$ cat config.mk
export PLATFORM = sky130hd
export DESIGN_NAME = ccm_compare_top
export DESIGN_NICKNAME = d
export VERILOG_FILES = /design/src/ccm_pkg.sv /design/src/ccm_compare_top.sv /design/src/ccm_match_unit.sv
export VERILOG_INCLUDE_DIRS = /design/src
export SDC_FILE = /design/constraint.sdc
export NUM_CORES = 1
export LEC_CHECK = 0
export BUFFER_PORTS_ARGS = -buffer_cell sky130_fd_sc_hd__buf_2
export CAP_MARGIN = 10
export CORE_MARGIN = 3
export CORE_UTILIZATION = 50
export CTS_BUF_LIST = sky130_fd_sc_hd__clkbuf_4
export CTS_CLUSTER_DIAMETER = 60
export CTS_CLUSTER_SIZE = 14
export DETAILED_ROUTE_END_ITERATION = 8
export PLACE_DENSITY_LB_ADDON = 0.3
export REMOVE_ABC_BUFFERS = 1
export SYNTH_ARGS = -nofsm -noshare
export SYNTH_HDL_FRONTEND = slang
export SYNTH_HIERARCHICAL = 1
export SYNTH_SLANG_ARGS = --single-unit
$ cat constraint.sdc
create_clock -name sys_clk -period 3.3 [get_ports sys_clk]
set_clock_uncertainty 0.1 [all_clocks]
set_input_delay 0 -clock sys_clk [delete_from_list [all_inputs] [get_ports sys_clk]]
set_output_delay 0 -clock sys_clk [all_outputs]
set_load 0.005 [all_outputs]
$ cat src/ccm_cfg.svh
// Offsets, field positions, encodings and reset values for the compare channel
`ifndef CCM_CFG_SVH
`define CCM_CFG_SVH

`define CCM_ADDR_W        8
`define CCM_OFF_CTRL      8'h00
`define CCM_OFF_CMP       8'h04
`define CCM_OFF_STATUS    8'h08
`define CCM_OFF_MASK      8'h0C
`define CCM_OFF_STATE     8'h10

`define CCM_MODE_OFF      4'h0
`define CCM_MODE_TOGGLE   4'h2
`define CCM_MODE_SET      4'h8
`define CCM_MODE_CLR      4'h9
`define CCM_MODE_SWI      4'hA
`define CCM_MODE_SPEV     4'hB

`define CCM_CTRL_TSEL_BIT 4
`define CCM_EV_MATCH      0
`define CCM_EV_SPEV       1
`define CCM_EV_W          2

`define CCM_CTRL_RST      5'h00
`define CCM_CMP_RST       16'h0000
`define CCM_MASK_RST      2'h0
`define CCM_SPEV_CHANNEL  10
`define CCM_ALT_SPLIT     5
`define CCM_TIMER_MAIN    4'h1
`define CCM_TIMER_LOW     4'h3
`define CCM_TIMER_HIGH    4'h5

`define CCM_RESP_OKAY     2'h0
`define CCM_RESP_SLVERR   2'h2

`endif

$ cat src/ccm_pkg.sv
// Types shared by the compare channel modules
package ccm_pkg;

    typedef struct packed
    {
        logic [15:0] count;
        logic        tick;
    } ccm_timer_t;

    typedef struct packed
    {
        logic       tsel;
        logic [3:0] mode;
    } ccm_ctrl_t;

    typedef struct packed
    {
        logic spev;
        logic match;
    } ccm_events_t;

endpackage

$ cat src/ccm_compare_top.sv
// Compare channel: timer match actions, special event trigger, AXI4-Lite registers
`timescale 1ns/1ps
`default_nettype none
`include "ccm_cfg.svh"

module ccm_compare_top #(
    parameter int CHANNEL_IDX = 10,
    parameter int ADDR_W      = `CCM_ADDR_W
) (
    input  wire logic                sys_clk,
    input  wire logic                rst,
    input  wire logic [ADDR_W-1:0]   s_axi_awaddr,
    input  wire logic                s_axi_awvalid,
    output logic                     s_axi_awready,
    input  wire logic [31:0]         s_axi_wdata,
    input  wire logic [3:0]          s_axi_wstrb,
    input  wire logic                s_axi_wvalid,
    output logic                     s_axi_wready,
    output logic [1:0]               s_axi_bresp,
    output logic                     s_axi_bvalid,
    input  wire logic                s_axi_bready,
    input  wire logic [ADDR_W-1:0]   s_axi_araddr,
    input  wire logic                s_axi_arvalid,
    output logic                     s_axi_arready,
    output logic [31:0]              s_axi_rdata,
    output logic [1:0]               s_axi_rresp,
    output logic                     s_axi_rvalid,
    input  wire logic                s_axi_rready,
    input  wire ccm_pkg::ccm_timer_t timer1_in,
    input  wire ccm_pkg::ccm_timer_t timer_alt_in,
    input  wire logic                pin_direction_bit,
    input  wire logic                adc_enable,
    output logic                     compare_pin_out,
    output logic                     compare_pin_oe,
    output logic                     special_event_trig,
    output logic                     adc_start,
    output logic                     timer1_reset,
    output logic                     timer_alt_reset,
    output logic                     irq
);

    localparam logic       SPEV_EN   = (CHANNEL_IDX == `CCM_SPEV_CHANNEL);
    localparam logic [3:0] ALT_TIMER = (CHANNEL_IDX <= `CCM_ALT_SPLIT) ?
                                       `CCM_TIMER_LOW : `CCM_TIMER_HIGH;

    ccm_pkg::ccm_ctrl_t   ctrl_q;
    logic [15:0]          cmp_q;
    ccm_pkg::ccm_events_t status_q;
    ccm_pkg::ccm_events_t mask_q;
    ccm_pkg::ccm_events_t ev_set;
    ccm_pkg::ccm_events_t ev_clr;
    logic                 latch_q;
    logic                 pin_oe_q;
    logic                 pending_q;

    logic                 aw_held_q;
    logic [ADDR_W-1:0]    awaddr_q;
    logic                 w_held_q;
    logic [31:0]          wdata_q;
    logic [3:0]           wstrb_q;
    logic                 bvalid_q;
    logic [1:0]           bresp_q;
    logic                 rvalid_q;
    logic [31:0]          rdata_q;
    logic [1:0]           rresp_q;

    logic                 do_write;
    logic                 do_read;
    logic                 wr_ctrl;
    logic                 ctrl_zero_wr;
    logic                 wr_hit;
    logic [31:0]          rd_data;
    logic                 rd_hit;

    logic [15:0]          sel_count;
    logic                 sel_tick;
    logic                 is_cmp;
    logic                 drives_pin;
    logic                 match;
    logic                 match_rise;
    logic                 timer_reset;

    // ------------------------------------------------------------------
    // Timer selection and match detection
    // ------------------------------------------------------------------
    // Alternate timer is 3 or 5 depending on channel number
    assign sel_count = ctrl_q.tsel ? timer_alt_in.count : timer1_in.count;
    assign sel_tick  = ctrl_q.tsel ? timer_alt_in.tick : timer1_in.tick;

    always_comb
    begin
        is_cmp     = 1'b0;
        drives_pin = 1'b0;
        case (ctrl_q.mode)
            `CCM_MODE_TOGGLE, `CCM_MODE_SET, `CCM_MODE_CLR:
            begin
                is_cmp     = 1'b1;
                drives_pin = 1'b1;
            end
            `CCM_MODE_SWI, `CCM_MODE_SPEV:
            begin
                is_cmp     = 1'b1;
                drives_pin = 1'b0;
            end
            default:
            begin
                is_cmp     = 1'b0;
                drives_pin = 1'b0;
            end
        endcase
    end

    // Runs only while sys_clk runs; a stopped clock halts all matching
    ccm_match_unit #(
        .W          (16)
    ) u_match (
        .sys_clk    (sys_clk),
        .rst        (rst),
        .enable     (is_cmp),
        .count      (sel_count),
        .value      (cmp_q),
        .match      (match),
        .match_rise (match_rise)
    );

    // ------------------------------------------------------------------
    // Special event trigger and deferred timer reset
    // ------------------------------------------------------------------
    // Other channels treat mode 1011 as flag only
    assign special_event_trig = match_rise && SPEV_EN &&
                                (ctrl_q.mode == `CCM_MODE_SPEV);
    assign adc_start          = special_event_trig && adc_enable;

    // Reset strobe is separate from overflow, so no overflow flag rises
    assign timer_reset     = pending_q && sel_tick && match;
    assign timer1_reset    = timer_reset && !ctrl_q.tsel;
    assign timer_alt_reset = timer_reset && ctrl_q.tsel;

    always_ff @(posedge sys_clk)
    begin
        if (rst)
            pending_q <= 1'b0;
        else if (special_event_trig)
            pending_q <= 1'b1;
        else if (!match || sel_tick)
            pending_q <= 1'b0;
    end

    // ------------------------------------------------------------------
    // Compare output latch and pin drive
    // ------------------------------------------------------------------
    always_ff @(posedge sys_clk)
    begin
        if (rst)
            latch_q <= 1'b0;
        else if (ctrl_zero_wr)
            latch_q <= 1'b0;
        else if (match_rise)
        begin
            case (ctrl_q.mode)
                `CCM_MODE_TOGGLE: latch_q <= ~latch_q;
                `CCM_MODE_SET:    latch_q <= 1'b1;
                `CCM_MODE_CLR:    latch_q <= 1'b0;
                default:          latch_q <= latch_q;
            endcase
        end
    end

    // Pin is driven only when its direction bit selects output
    always_ff @(posedge sys_clk)
    begin
        if (rst)
            pin_oe_q <= 1'b0;
        else
            pin_oe_q <= drives_pin && !pin_direction_bit;
    end

    assign compare_pin_out = latch_q;
    assign compare_pin_oe  = pin_oe_q;

    // ------------------------------------------------------------------
    // Sticky events, read-to-clear, masked interrupt
    // ------------------------------------------------------------------
    assign ev_set = '{spev:  special_event_trig,
                      match: match_rise};
    assign ev_clr       = (do_read && s_axi_araddr == `CCM_OFF_STATUS) ?
                          ccm_pkg::ccm_events_t'(2'h3) : ccm_pkg::ccm_events_t'(2'h0);

    // Set wins over a read clear in the same cycle
    always_ff @(posedge sys_clk)
    begin
        if (rst)
            status_q <= ccm_pkg::ccm_events_t'(2'h0);
        else
            status_q <= (status_q & ~ev_clr) | ev_set;
    end

    assign irq = |(status_q & mask_q);

    // ------------------------------------------------------------------
    // AXI4-Lite write channel
    // ------------------------------------------------------------------
    assign s_axi_awready = !aw_held_q && !bvalid_q;
    assign s_axi_wready  = !w_held_q && !bvalid_q;
    assign s_axi_bvalid  = bvalid_q;
    assign s_axi_bresp   = bresp_q;
    assign do_write      = aw_held_q && w_held_q && !bvalid_q;
    assign wr_ctrl       = do_write && (awaddr_q == `CCM_OFF_CTRL) && wstrb_q[0];
    assign ctrl_zero_wr  = wr_ctrl && (wdata_q[7:0] == 8'h00);
    assign wr_hit        = (awaddr_q == `CCM_OFF_CTRL) || (awaddr_q == `CCM_OFF_CMP) ||
                           (awaddr_q == `CCM_OFF_STATUS) || (awaddr_q == `CCM_OFF_MASK) ||
                           (awaddr_q == `CCM_OFF_STATE);

    always_ff @(posedge sys_clk)
    begin
        if (rst)
        begin
            aw_held_q <= 1'b0;
            awaddr_q  <= '0;
        end
        else if (s_axi_awvalid && s_axi_awready)
        begin
            aw_held_q <= 1'b1;
            awaddr_q  <= s_axi_awaddr;
        end
        else if (do_write)
            aw_held_q <= 1'b0;
    end

    always_ff @(posedge sys_clk)
    begin
        if (rst)
        begin
            w_held_q <= 1'b0;
            wdata_q  <= 32'h00000000;
            wstrb_q  <= 4'h0;
        end
        else if (s_axi_wvalid && s_axi_wready)
        begin
            w_held_q <= 1'b1;
            wdata_q  <= s_axi_wdata;
            wstrb_q  <= s_axi_wstrb;
        end
        else if (do_write)
            w_held_q <= 1'b0;
    end

    always_ff @(posedge sys_clk)
    begin
        if (rst)
        begin
            bvalid_q <= 1'b0;
            bresp_q  <= `CCM_RESP_OKAY;
        end
        else if (do_write)
        begin
            bvalid_q <= 1'b1;
            bresp_q  <= wr_hit ? `CCM_RESP_OKAY : `CCM_RESP_SLVERR;
        end
        else if (s_axi_bready)
            bvalid_q <= 1'b0;
    end

    // Register writes; status and state are read-only
    always_ff @(posedge sys_clk)
    begin
        if (rst)
        begin
            ctrl_q <= ccm_pkg::ccm_ctrl_t'(`CCM_CTRL_RST);
            cmp_q  <= `CCM_CMP_RST;
            mask_q <= ccm_pkg::ccm_events_t'(`CCM_MASK_RST);
        end
        else if (do_write)
        begin
            if (wr_ctrl)
                ctrl_q <= ccm_pkg::ccm_ctrl_t'(wdata_q[4:0]);
            if (awaddr_q == `CCM_OFF_CMP && wstrb_q[0])
                cmp_q[7:0] <= wdata_q[7:0];
            if (awaddr_q == `CCM_OFF_CMP && wstrb_q[1])
                cmp_q[15:8] <= wdata_q[15:8];
            if (awaddr_q == `CCM_OFF_MASK && wstrb_q[0])
                mask_q <= ccm_pkg::ccm_events_t'(wdata_q[1:0]);
        end
    end

    // ------------------------------------------------------------------
    // AXI4-Lite read channel
    // ------------------------------------------------------------------
    assign s_axi_arready = !rvalid_q;
    assign s_axi_rvalid  = rvalid_q;
    assign s_axi_rdata   = rdata_q;
    assign s_axi_rresp   = rresp_q;
    assign do_read       = s_axi_arvalid && s_axi_arready;

    always_comb
    begin
        rd_data = 32'h00000000;
        rd_hit  = 1'b1;
        case (s_axi_araddr)
            `CCM_OFF_CTRL:   rd_data[4:0]  = ctrl_q;
            `CCM_OFF_CMP:    rd_data[15:0] = cmp_q;
            `CCM_OFF_STATUS: rd_data[1:0]  = status_q;
            `CCM_OFF_MASK:   rd_data[1:0]  = mask_q;
            `CCM_OFF_STATE:
            begin
                rd_data[0]   = latch_q;
                rd_data[1]   = pending_q;
                rd_data[2]   = match;
                rd_data[7:4] = ctrl_q.tsel ? ALT_TIMER : `CCM_TIMER_MAIN;
            end
            default:         rd_hit = 1'b0;
        endcase
    end

    always_ff @(posedge sys_clk)
    begin
        if (rst)
        begin
            rvalid_q <= 1'b0;
            rdata_q  <= 32'h00000000;
            rresp_q  <= `CCM_RESP_OKAY;
        end
        else if (do_read)
        begin
            rvalid_q <= 1'b1;
            rdata_q  <= rd_data;
            rresp_q  <= rd_hit ? `CCM_RESP_OKAY : `CCM_RESP_SLVERR;
        end
        else if (s_axi_rready)
            rvalid_q <= 1'b0;
    end

    // ------------------------------------------------------------------
    // Checks
    // ------------------------------------------------------------------
    equal_sets_flag_a:
    assert property (@(posedge sys_clk) disable iff (rst)
        (is_cmp && sel_count == cmp_q && !$past(match)) |=> status_q.match)
    else $error("equal count did not set match flag");

    flag_with_action_a:
    assert property (@(posedge sys_clk) disable iff (rst)
        $rose(status_q.match) |-> $past(match_rise))
    else $error("match flag set without a match");

    set_mode_a:
    assert property (@(posedge sys_clk) disable iff (rst)
        (match_rise && ctrl_q.mode == `CCM_MODE_SET && !ctrl_zero_wr) |=> latch_q)
    else $error("set mode did not raise latch");

    clear_mode_a:
    assert property (@(posedge sys_clk) disable iff (rst)
        (match_rise && ctrl_q.mode == `CCM_MODE_CLR) |=> !latch_q)
    else $error("clear mode did not lower latch");

    toggle_mode_a:
    assert property (@(posedge sys_clk) disable iff (rst)
        (match_rise && ctrl_q.mode == `CCM_MODE_TOGGLE && !ctrl_zero_wr)
        |=> latch_q != $past(latch_q))
    else $error("toggle mode did not invert latch");

    zero_ctrl_a:
    assert property (@(posedge sys_clk) disable iff (rst)
        ctrl_zero_wr |=> !latch_q && ctrl_q.mode == `CCM_MODE_OFF)
    else $error("zero control write left latch high");

    no_pin_a:
    assert property (@(posedge sys_clk) disable iff (rst)
        (ctrl_q.mode inside {`CCM_MODE_SWI, `CCM_MODE_SPEV}) [*2] |-> !compare_pin_oe)
    else $error("pin driven in interrupt or trigger mode");

    reset_needs_match_a:
    assert property (@(posedge sys_clk) disable iff (rst)
        timer_reset |-> match && sel_tick ##1 !pending_q)
    else $error("timer reset without pending match");

    cancel_pending_a:
    assert property (@(posedge sys_clk) disable iff (rst)
        (pending_q && !match && !special_event_trig) |=> !pending_q)
    else $error("pending reset survived lost match");

    adc_start_a:
    assert property (@(posedge sys_clk) disable iff (rst)
        adc_start |-> special_event_trig && adc_enable && ctrl_q.mode == `CCM_MODE_SPEV)
    else $error("conversion start without trigger");

    tenth_only_a:
    assert property (@(posedge sys_clk) disable iff (rst)
        special_event_trig |-> SPEV_EN)
    else $error("trigger on a channel without it");

    flag_sticky_a:
    assert property (@(posedge sys_clk) disable iff (rst)
        (status_q.match && ev_clr == 2'h0) |=> status_q.match)
    else $error("match flag dropped without a read");

    timer_route_a:
    assert property (@(posedge sys_clk) disable iff (rst)
        timer_reset |-> (timer1_reset != timer_alt_reset) && (timer_alt_reset == ctrl_q.tsel))
    else $error("timer reset sent to wrong timer");

endmodule

`default_nettype wire

$ cat src/ccm_match_unit.sv
// Equality detector with one-shot match edge
`timescale 1ns/1ps
`default_nettype none

module ccm_match_unit #(
    parameter int W = 16
) (
    input  wire logic         sys_clk,
    input  wire logic         rst,
    input  wire logic         enable,
    input  wire logic [W-1:0] count,
    input  wire logic [W-1:0] value,
    output logic              match,
    output logic              match_rise
);

    logic match_prev_q;

    // Timer holds a value for several system clocks; act once per match
    assign match      = enable && (count == value);
    assign match_rise = match && !match_prev_q;

    always_ff @(posedge sys_clk)
    begin
        if (rst)
            match_prev_q <= 1'b0;
        else
            match_prev_q <= match;
    end

endmodule

`default_nettype wire

==> results of run 1 <==
[layout make-up]
type | count | share of cell area
inverter | 10 | 0.007538
multi-input combinational | 311 | 0.3829
tap | 96 | 0.02412
sequential | 77 | 0.3103
clock inverter | 5 | 0.01533
clock buffer | 10 | 0.01508
timing repair buffer | 177 | 0.2447
[state kept, by name, summed over array words and instances, names as in the netlist, 2 cells and up]
name / cells
cmp_q: 16
s_axi_rdata: 16
wdata_q: 16
awaddr_q: 8
ctrl_q: 5
mask_q: 2
status_q: 2
wstrb_q: 2
[placed cells by master (no fill, tap or decap), types with 3 or more instances in the layout]
cell,synthesis,final
dfxtp_1,77,76
mux2_2,16,16
mux2i_1,28,28
xor2_1,4,4
a22oi_1,13,13
nor2_1,54,54
nor2b_1,5,4
xnor2_1,9,7
inv_1,10,9
buf_4,18,10
nand2b_1,4,4
nand2_1,61,61
a211oi_1,3,3
o21ai_0,5,5
dlygate4sd3_1,0,59
a21oi_1,39,39
nor3_1,5,5
nand4_1,3,3
nand3_1,4,4
buf_2,1,106
clkbuf_4,0,10
and2_1,4,4
conb_1,1,18
nor4_1,9,8
a311oi_1,4,4
[cell usage after synthesis (all sizes together) (9+ instances only)]
cell | count | share of area
clkbuf | 20 | 0.021
nor4 | 12 | 0.031
a21oi | 39 | 0.054
nand2 | 61 | 0.063
a22oi | 13 | 0.027
nor2 | 54 | 0.056
buf | 21 | 0.043
mux2i | 28 | 0.077
dfxtp | 77 | 0.43
mux2 | 16 | 0.050
inv | 10 | 0.010
xnor2 | 9 | 0.022
[final timing paths]
path,endpoint,start,cells past startpoint,slack (ns)
worst min register to register,s_axi_rdata[2],s_axi_rdata[2],2,0.37
worst max register to register,u_match/match_prev_q,ctrl_q[4],9,0.20
worst max-delay path,adc_start,ctrl_q[4],12,0.1
worst min-delay path,s_axi_rdata[14],rst,2,0.04
[layer usage]
metal | up-vias | global-route usage | share of wire
met2 | 164 | 0.4310 | 0.50
met5 | - | 0 | 0
li1 | 1746 | - | -
met1 | 1687 | 0.2833 | 0.42
met3 | 21 | 0.04971 | 0.064
met4 | 0 | 0.09171 | 0.017
[critical path, delay by kind of cell (launching register included)]
| family | cells | cell delay (ns) |
|---|---|---|
| xor gates and xnor gates | 1 | 0.14 |
| buffers and inverters | 4 | 0.50 |
| DFF | 1 | 0.38 |
| muxes | 1 | 0.34 |
| and+or+nand+nor | 6 | 1.35 |
[power by group through the flow]
stage	clock [mW]	sequential [mW]	combinational, mW
after floorplan	0	0.994	0.100
after global routing	0.672	0.984	0.281
after detailed placement	0	1.00	0.192
after global placement	0	0.999	0.186
after CTS	0.629	0.979	0.245
final	0.624	0.980	0.255
[what timing repair did]
item                                    CTS  global route
gates resized for setup                   2             8
hold buffers                             59             0
endpoints found under the hold margin    41             0
endpoints found under the setup margin    2             2
pin swaps                                 0             3
setup buffers                             0             6
[logic make-up after synthesis]
family	synth area share
compound gates	0.1240
xor+xnor	0.03142
buf+inv	0.07389
flops	0.4254
mux	0.1271
other cells	0.001035
simple gates	0.2172
[through the flow]
step	instance area [sq um]	TNS [ns]
finish	4980	0
global route	4980	-0.06638
CTS	4898	0
detailed placement	4153	0
global placement	4153	0
floorplan	3457	0
==> summary.txt, run 1 <==
STA
  • Worst Max-Slew Pin Slew: 0.8314 ns
  • Unrepaired setup endpoints after global routing: yes
  • Setup violations, final: 0
  • Max_slew headroom: 0.4457
  • Max Fclk: 0.3120 GHz
  • Setup WS post-layout: 0.09522 ns
  • Tmin final: 3.205 ns
  • Fin crit share: 0.9711
  • Final hold vios: 0
  • Worst hold slack: 0.04208 ns
  • Fin. max-slew vios: 0

Global routing
  • Grt total ovfl: 0
  • Vias in the first global route: 3,561
  • First-pass GRT wire length: 16,450 um
  • Largest net degree at the start of global routing: 42
  • Initial antenna violation count: 0
  • Total track usage: 0.2418

Floorplanning
  • Chip height: 91.13 um
  • Core region area: 6907 sq um
  • I/O Pins: 143
  • Die W: 91.13 um
  • Row count: 30
  • Die area: 8305 sq um
  • Starting Density: 0.5246

Routing
  • DR DRC count: 0
  • Routed len/inst: 14.74 um
  • Total vias in the final route: 3,618
  • Initial drt markers: 212
  • DRT antenna net count: 0
  • WL final: 10,110 um
  • First-pass DRT Iterations: 5
  • Via density: 5.274

Clocking
  • CTS max path bufs: 2
  • H-tree Lvls: 3
  • Clock Latency Late Sink: 0.40 ns
  • CTS Sinks: 77
  • CTS clock-pin slew for the worst setup and hold paths: 0.12 ns
  • CTS tree: yes
  • CTS Root Cell: clkbuf_4
  • Total CTS buffers: 9

Power
  • Clock power frac: 0.336
  • Sequential Power Share: 0.527
  • PD cells: 373.2 nW/um^2
  • Internal: 1.394 mW
  • Logic pwr share: 0.137
  • Peak VDD IR: 0.2273 mV
  • Leakage: 2.105 nW
  • Net Sw Frac: 0.2501
  • Total power draw: 1.859 mW
  • NetSw: 0.4649 mW

Hold path
  • HP Class: in2reg

Setup path
  • Crit end category: primary output
  • Slowest cell delay on critical path: 0.54 ns
  • Worst-path maximum fanout: 6
  • Crit-path slowest cell: or4_4
  • CP required: 3.20 ns
  • Crit path cell chain: buf_6, mux2_2, xnor2_1, nand2_1, or4_4, nor4_2, buf_4, nor2b_4, nand4_1, inv_2, and2_1, buf_2
  • CP Launch Type: flip-flop
  • Critical path type: reg2out
  • Critical path arrival: 3.10 ns

Placed design
  • Port bufs: 106
  • Setup WS pre-CTS: 0.1472 ns
  • Placed Cells: 606
  • Routability congestion estimate: 0.8105
  • DPL Wire Length: 6463 um

Cells and area
  • Final net count: 681
  • Antenna diodes: 0
  • Multi-input logic area: 1907 sq um
  • Fillers: 544
  • Sequential Area: 1545 sq um
  • Core Util, Final: 0.7210
  • Share of layout cells above drive strength 1: 0.2712
  • Finished Layout Cells: 686
  • Area Overhead vs Synth: 37.43%

Logic synthesis
  • Synth Flop Type: dfxtp_1
  • Post-synth EDFFs: 0
  • Register area share after synthesis: 0.4254
  • Synthesized area: 3623 sq um
  • Cell variety after synth: 42
  • Cells after Synth: 422
  • Yosys reg bits: 77
  • Yosys warnings: 6
  • Mapped Avg Cell Area: 8.586 sq um
  • Async set or reset register ratio after synthesis: 0

Outcome
  • Status: finished, final reports clean

Flow run
  • MaxCap Viol Count: 0
Power figures use the tool's default switching activity.
==> run 2: changes to the inputs <==
==> constraint.sdc (replaced) <==
create_clock -name sys_clk -period 3.3 [get_ports sys_clk]
set_clock_uncertainty 0.1 [all_clocks]
set_input_delay 0.33 -clock sys_clk [delete_from_list [all_inputs] [get_ports sys_clk]]
set_output_delay 0.33 -clock sys_clk [all_outputs]
set_load 0.005 [all_outputs]
==> summary.txt, run 2 (synthesis results as in run 1) <==
Outcome
  • Status: complete, but fails checks
  • Failing checks: setup timing

Global routing
  • Largest net degree at the start of global routing: 44 (+4.8%)
  • Total track usage: 0.2133 (-0.02853)
  • Vias in the first global route: 3,159 (-11%)
  • First-pass GRT wire length: 14,530 um (-12%)
  • Initial antenna violation count: 0 (unchanged)
  • Grt total ovfl: 0 (unchanged)

Cells and area
  • Fillers: 624 (+15%)
  • Multi-input logic area: 1957 sq um (+2.6%)
  • Area Overhead vs Synth: 24.03%
  • Commonest non-fill, non-tap cell in the layout: buf_2
  • Sequential Area: 1545 sq um (unchanged)
  • Core Util, Final: 0.6507 (-0.07029)
  • Finished Layout Cells: 635 (-7.4%)
  • Share of layout cells above drive strength 1: 0.3154 (+0.04421)
  • Most frequent cells in the layout: buf_2 (105), dfxtp_1 (76), nand2_1 (60)
  • Antenna diodes: 0 (unchanged)
  • Final net count: 629 (-7.6%)
  • Fin area: 4494 sq um (-9.7%)

Floorplanning
  • Die area: 8305 sq um (unchanged)
  • I/O Pins: 143 (unchanged)
  • Starting Density: 0.5246 (unchanged)
  • Row count: 30 (unchanged)
  • Chip height: 91.13 um (unchanged)
  • Core region area: 6907 sq um (unchanged)
  • Die W: 91.13 um (unchanged)

Setup path
  • CP required: 2.87 ns (-0.33 ns)
  • Crit end category: primary output
  • CP Launch Type: flip-flop
  • Slowest cell delay on critical path: 0.37 ns (-0.17 ns)
  • Crit path max-delay family: simple AND/OR/NAND/NOR gates
  • Crit path cell chain: buf_6, buf_8, buf_6, mux2_4, xor2_2, nor4_2, nand2_2, nor4_4, buf_4, nor2b_4, nand4_1, inv_2, and2_4, buf_6
  • Crit-path slowest cell: dfxtp_4
  • Critical path type: reg2out
  • Critical path's most frequent cell: buf_6
  • WP buf/inv: 6 (+2)
  • Critical path arrival: 3.04 ns (-0.06 ns)
  • Worst-path maximum fanout: 6 (unchanged)

Clocking
  • CTS max path bufs: 2 (unchanged)
  • CTS clock-pin slew for the worst setup and hold paths: 0.12 ns (about the same)
  • CTS Sinks: 77 (unchanged)
  • Clock Latency Late Sink: 0.42 ns (+0.02 ns)
  • H-tree Lvls: 3 (unchanged)
  • CTS Root Cell: clkbuf_4
  • CTS tree: yes
  • Total CTS buffers: 9 (unchanged)

Power
  • PD cells: 384.2 nW/um^2 (+2.9%)
  • Leakage: 1.904 nW (-9.5%)
  • Total power draw: 1.727 mW (-7.1%)
  • Peak VDD IR: 0.2539 mV (+12%)

Routing
  • First-pass DRT Iterations: 5 (unchanged)
  • WL final: 8923 um (-12%)
  • Total vias in the final route: 3,305 (-8.7%)
  • DRT antenna net count: 0 (unchanged)
  • DR DRC count: 0 (unchanged)
  • Initial drt markers: 201 (-5.2%)
  • Via density: 5.205 (-1.3%)
  • Routed len/inst: 14.05 um (-4.7%)

Hold path
  • HP Class: in2reg

Placed design
  • Post-DP Area: 4168 sq um (+0.36%)
  • Port bufs: 106 (unchanged)
  • DPL Wire Length: 6413 um (-0.77%)
  • Routability congestion estimate: 0.8617 (+6.3%)
  • Setup WS pre-CTS: 0.07474 ns (-0.07247 ns)
  • Placed Cells: 608 (+0.33%)

STA
  • Final hold vios: 0 (unchanged)
  • Unrepaired setup endpoints after global routing: yes
  • Setup WS post-layout: -0.1736 ns (-0.2688 ns)
  • Max_slew headroom: 0.4146 (-0.03112)
  • Worst hold slack: 0.03446 ns (-0.007623 ns)
  • Fin Setup TNS: -0.5633 ns (-0.5633 ns)
  • Worst Max-Slew Pin Slew: 0.8781 ns (+0.04668 ns)
  • Fin crit share: 1.053 (+0.08146)
  • Max Fclk: 0.2879 GHz (-7.7%)
  • Fin. max-slew vios: 0 (unchanged)
  • Tmin final: 3.474 ns (+0.2688 ns)
  • Setup violations, final: 4 (+4)

Flow run
  • MaxCap Viol Count: 0 (unchanged)
[run 2: what timing repair did]
| item | in CTS | in global routing |
|---|---|---|
| setup buffers | 7 | 3 |
| setup endpoints to repair | 3 | 4 |
| hold buffers | 1 | 0 |
| gates resized for setup | 14 | 11 |
| hold endpoints to repair | 1 | 0 |
| pin swaps | 1 | 6 |
[run 2: worst paths after layout]
check | startpoint | endpoint | slack, ns | cells past startpoint
worst max-delay path | ctrl_q[4] | adc_start | -0.17 | 14
worst min register to register | wdata_q[15] | wdata_q[15] | 0.36 | 2
worst max register to register | ctrl_q[4] | status_q[1] | 0.42 | 13
worst min-delay path | s_axi_awaddr[6] | awaddr_q[6] | 0.03 | 3
[run 2: routing by layer]
metal	track usage	up-vias	wire [um]
met2	0.3562	138	4362
met4	0.07789	0	112
met1	0.2679	1506	3708
li1	-	1647	-
met5	0	-	0
met3	0.04971	14	739
[run 2: cell type report]
type | count | area share
multi-input cells | 311 | 0.4354
flip-flops and latches | 77 | 0.3438
repair buffers | 125 | 0.1559
well taps | 96 | 0.02673
clock buffers | 9 | 0.01503
clock inverters | 7 | 0.01476
inverters | 10 | 0.008352
[run 2: report_power, final]
group,leakage (nW),internal [mW],switching [mW],total [mW]
logic,1.21,0.0875,0.110,0.198
clock network,0.0670,0.226,0.325,0.551
registers,0.626,0.955,0.0228,0.978
total,1.90,1.27,0.458,1.73
[run 2: worst register-to-register path, stage by stage (launching register included)]
cell and delay [ns]:
dfxtp_4 0.37, buf_6 0.12, buf_8 0.12, buf_6 0.11, mux2_4 0.30, xor2_2 0.15, nor4_2 0.30, nand2_2 0.13
nor4_4 0.25, buf_4 0.16, nor2b_4 0.14, nand4_1 0.15, buf_4 0.19, a311oi_1 0.21
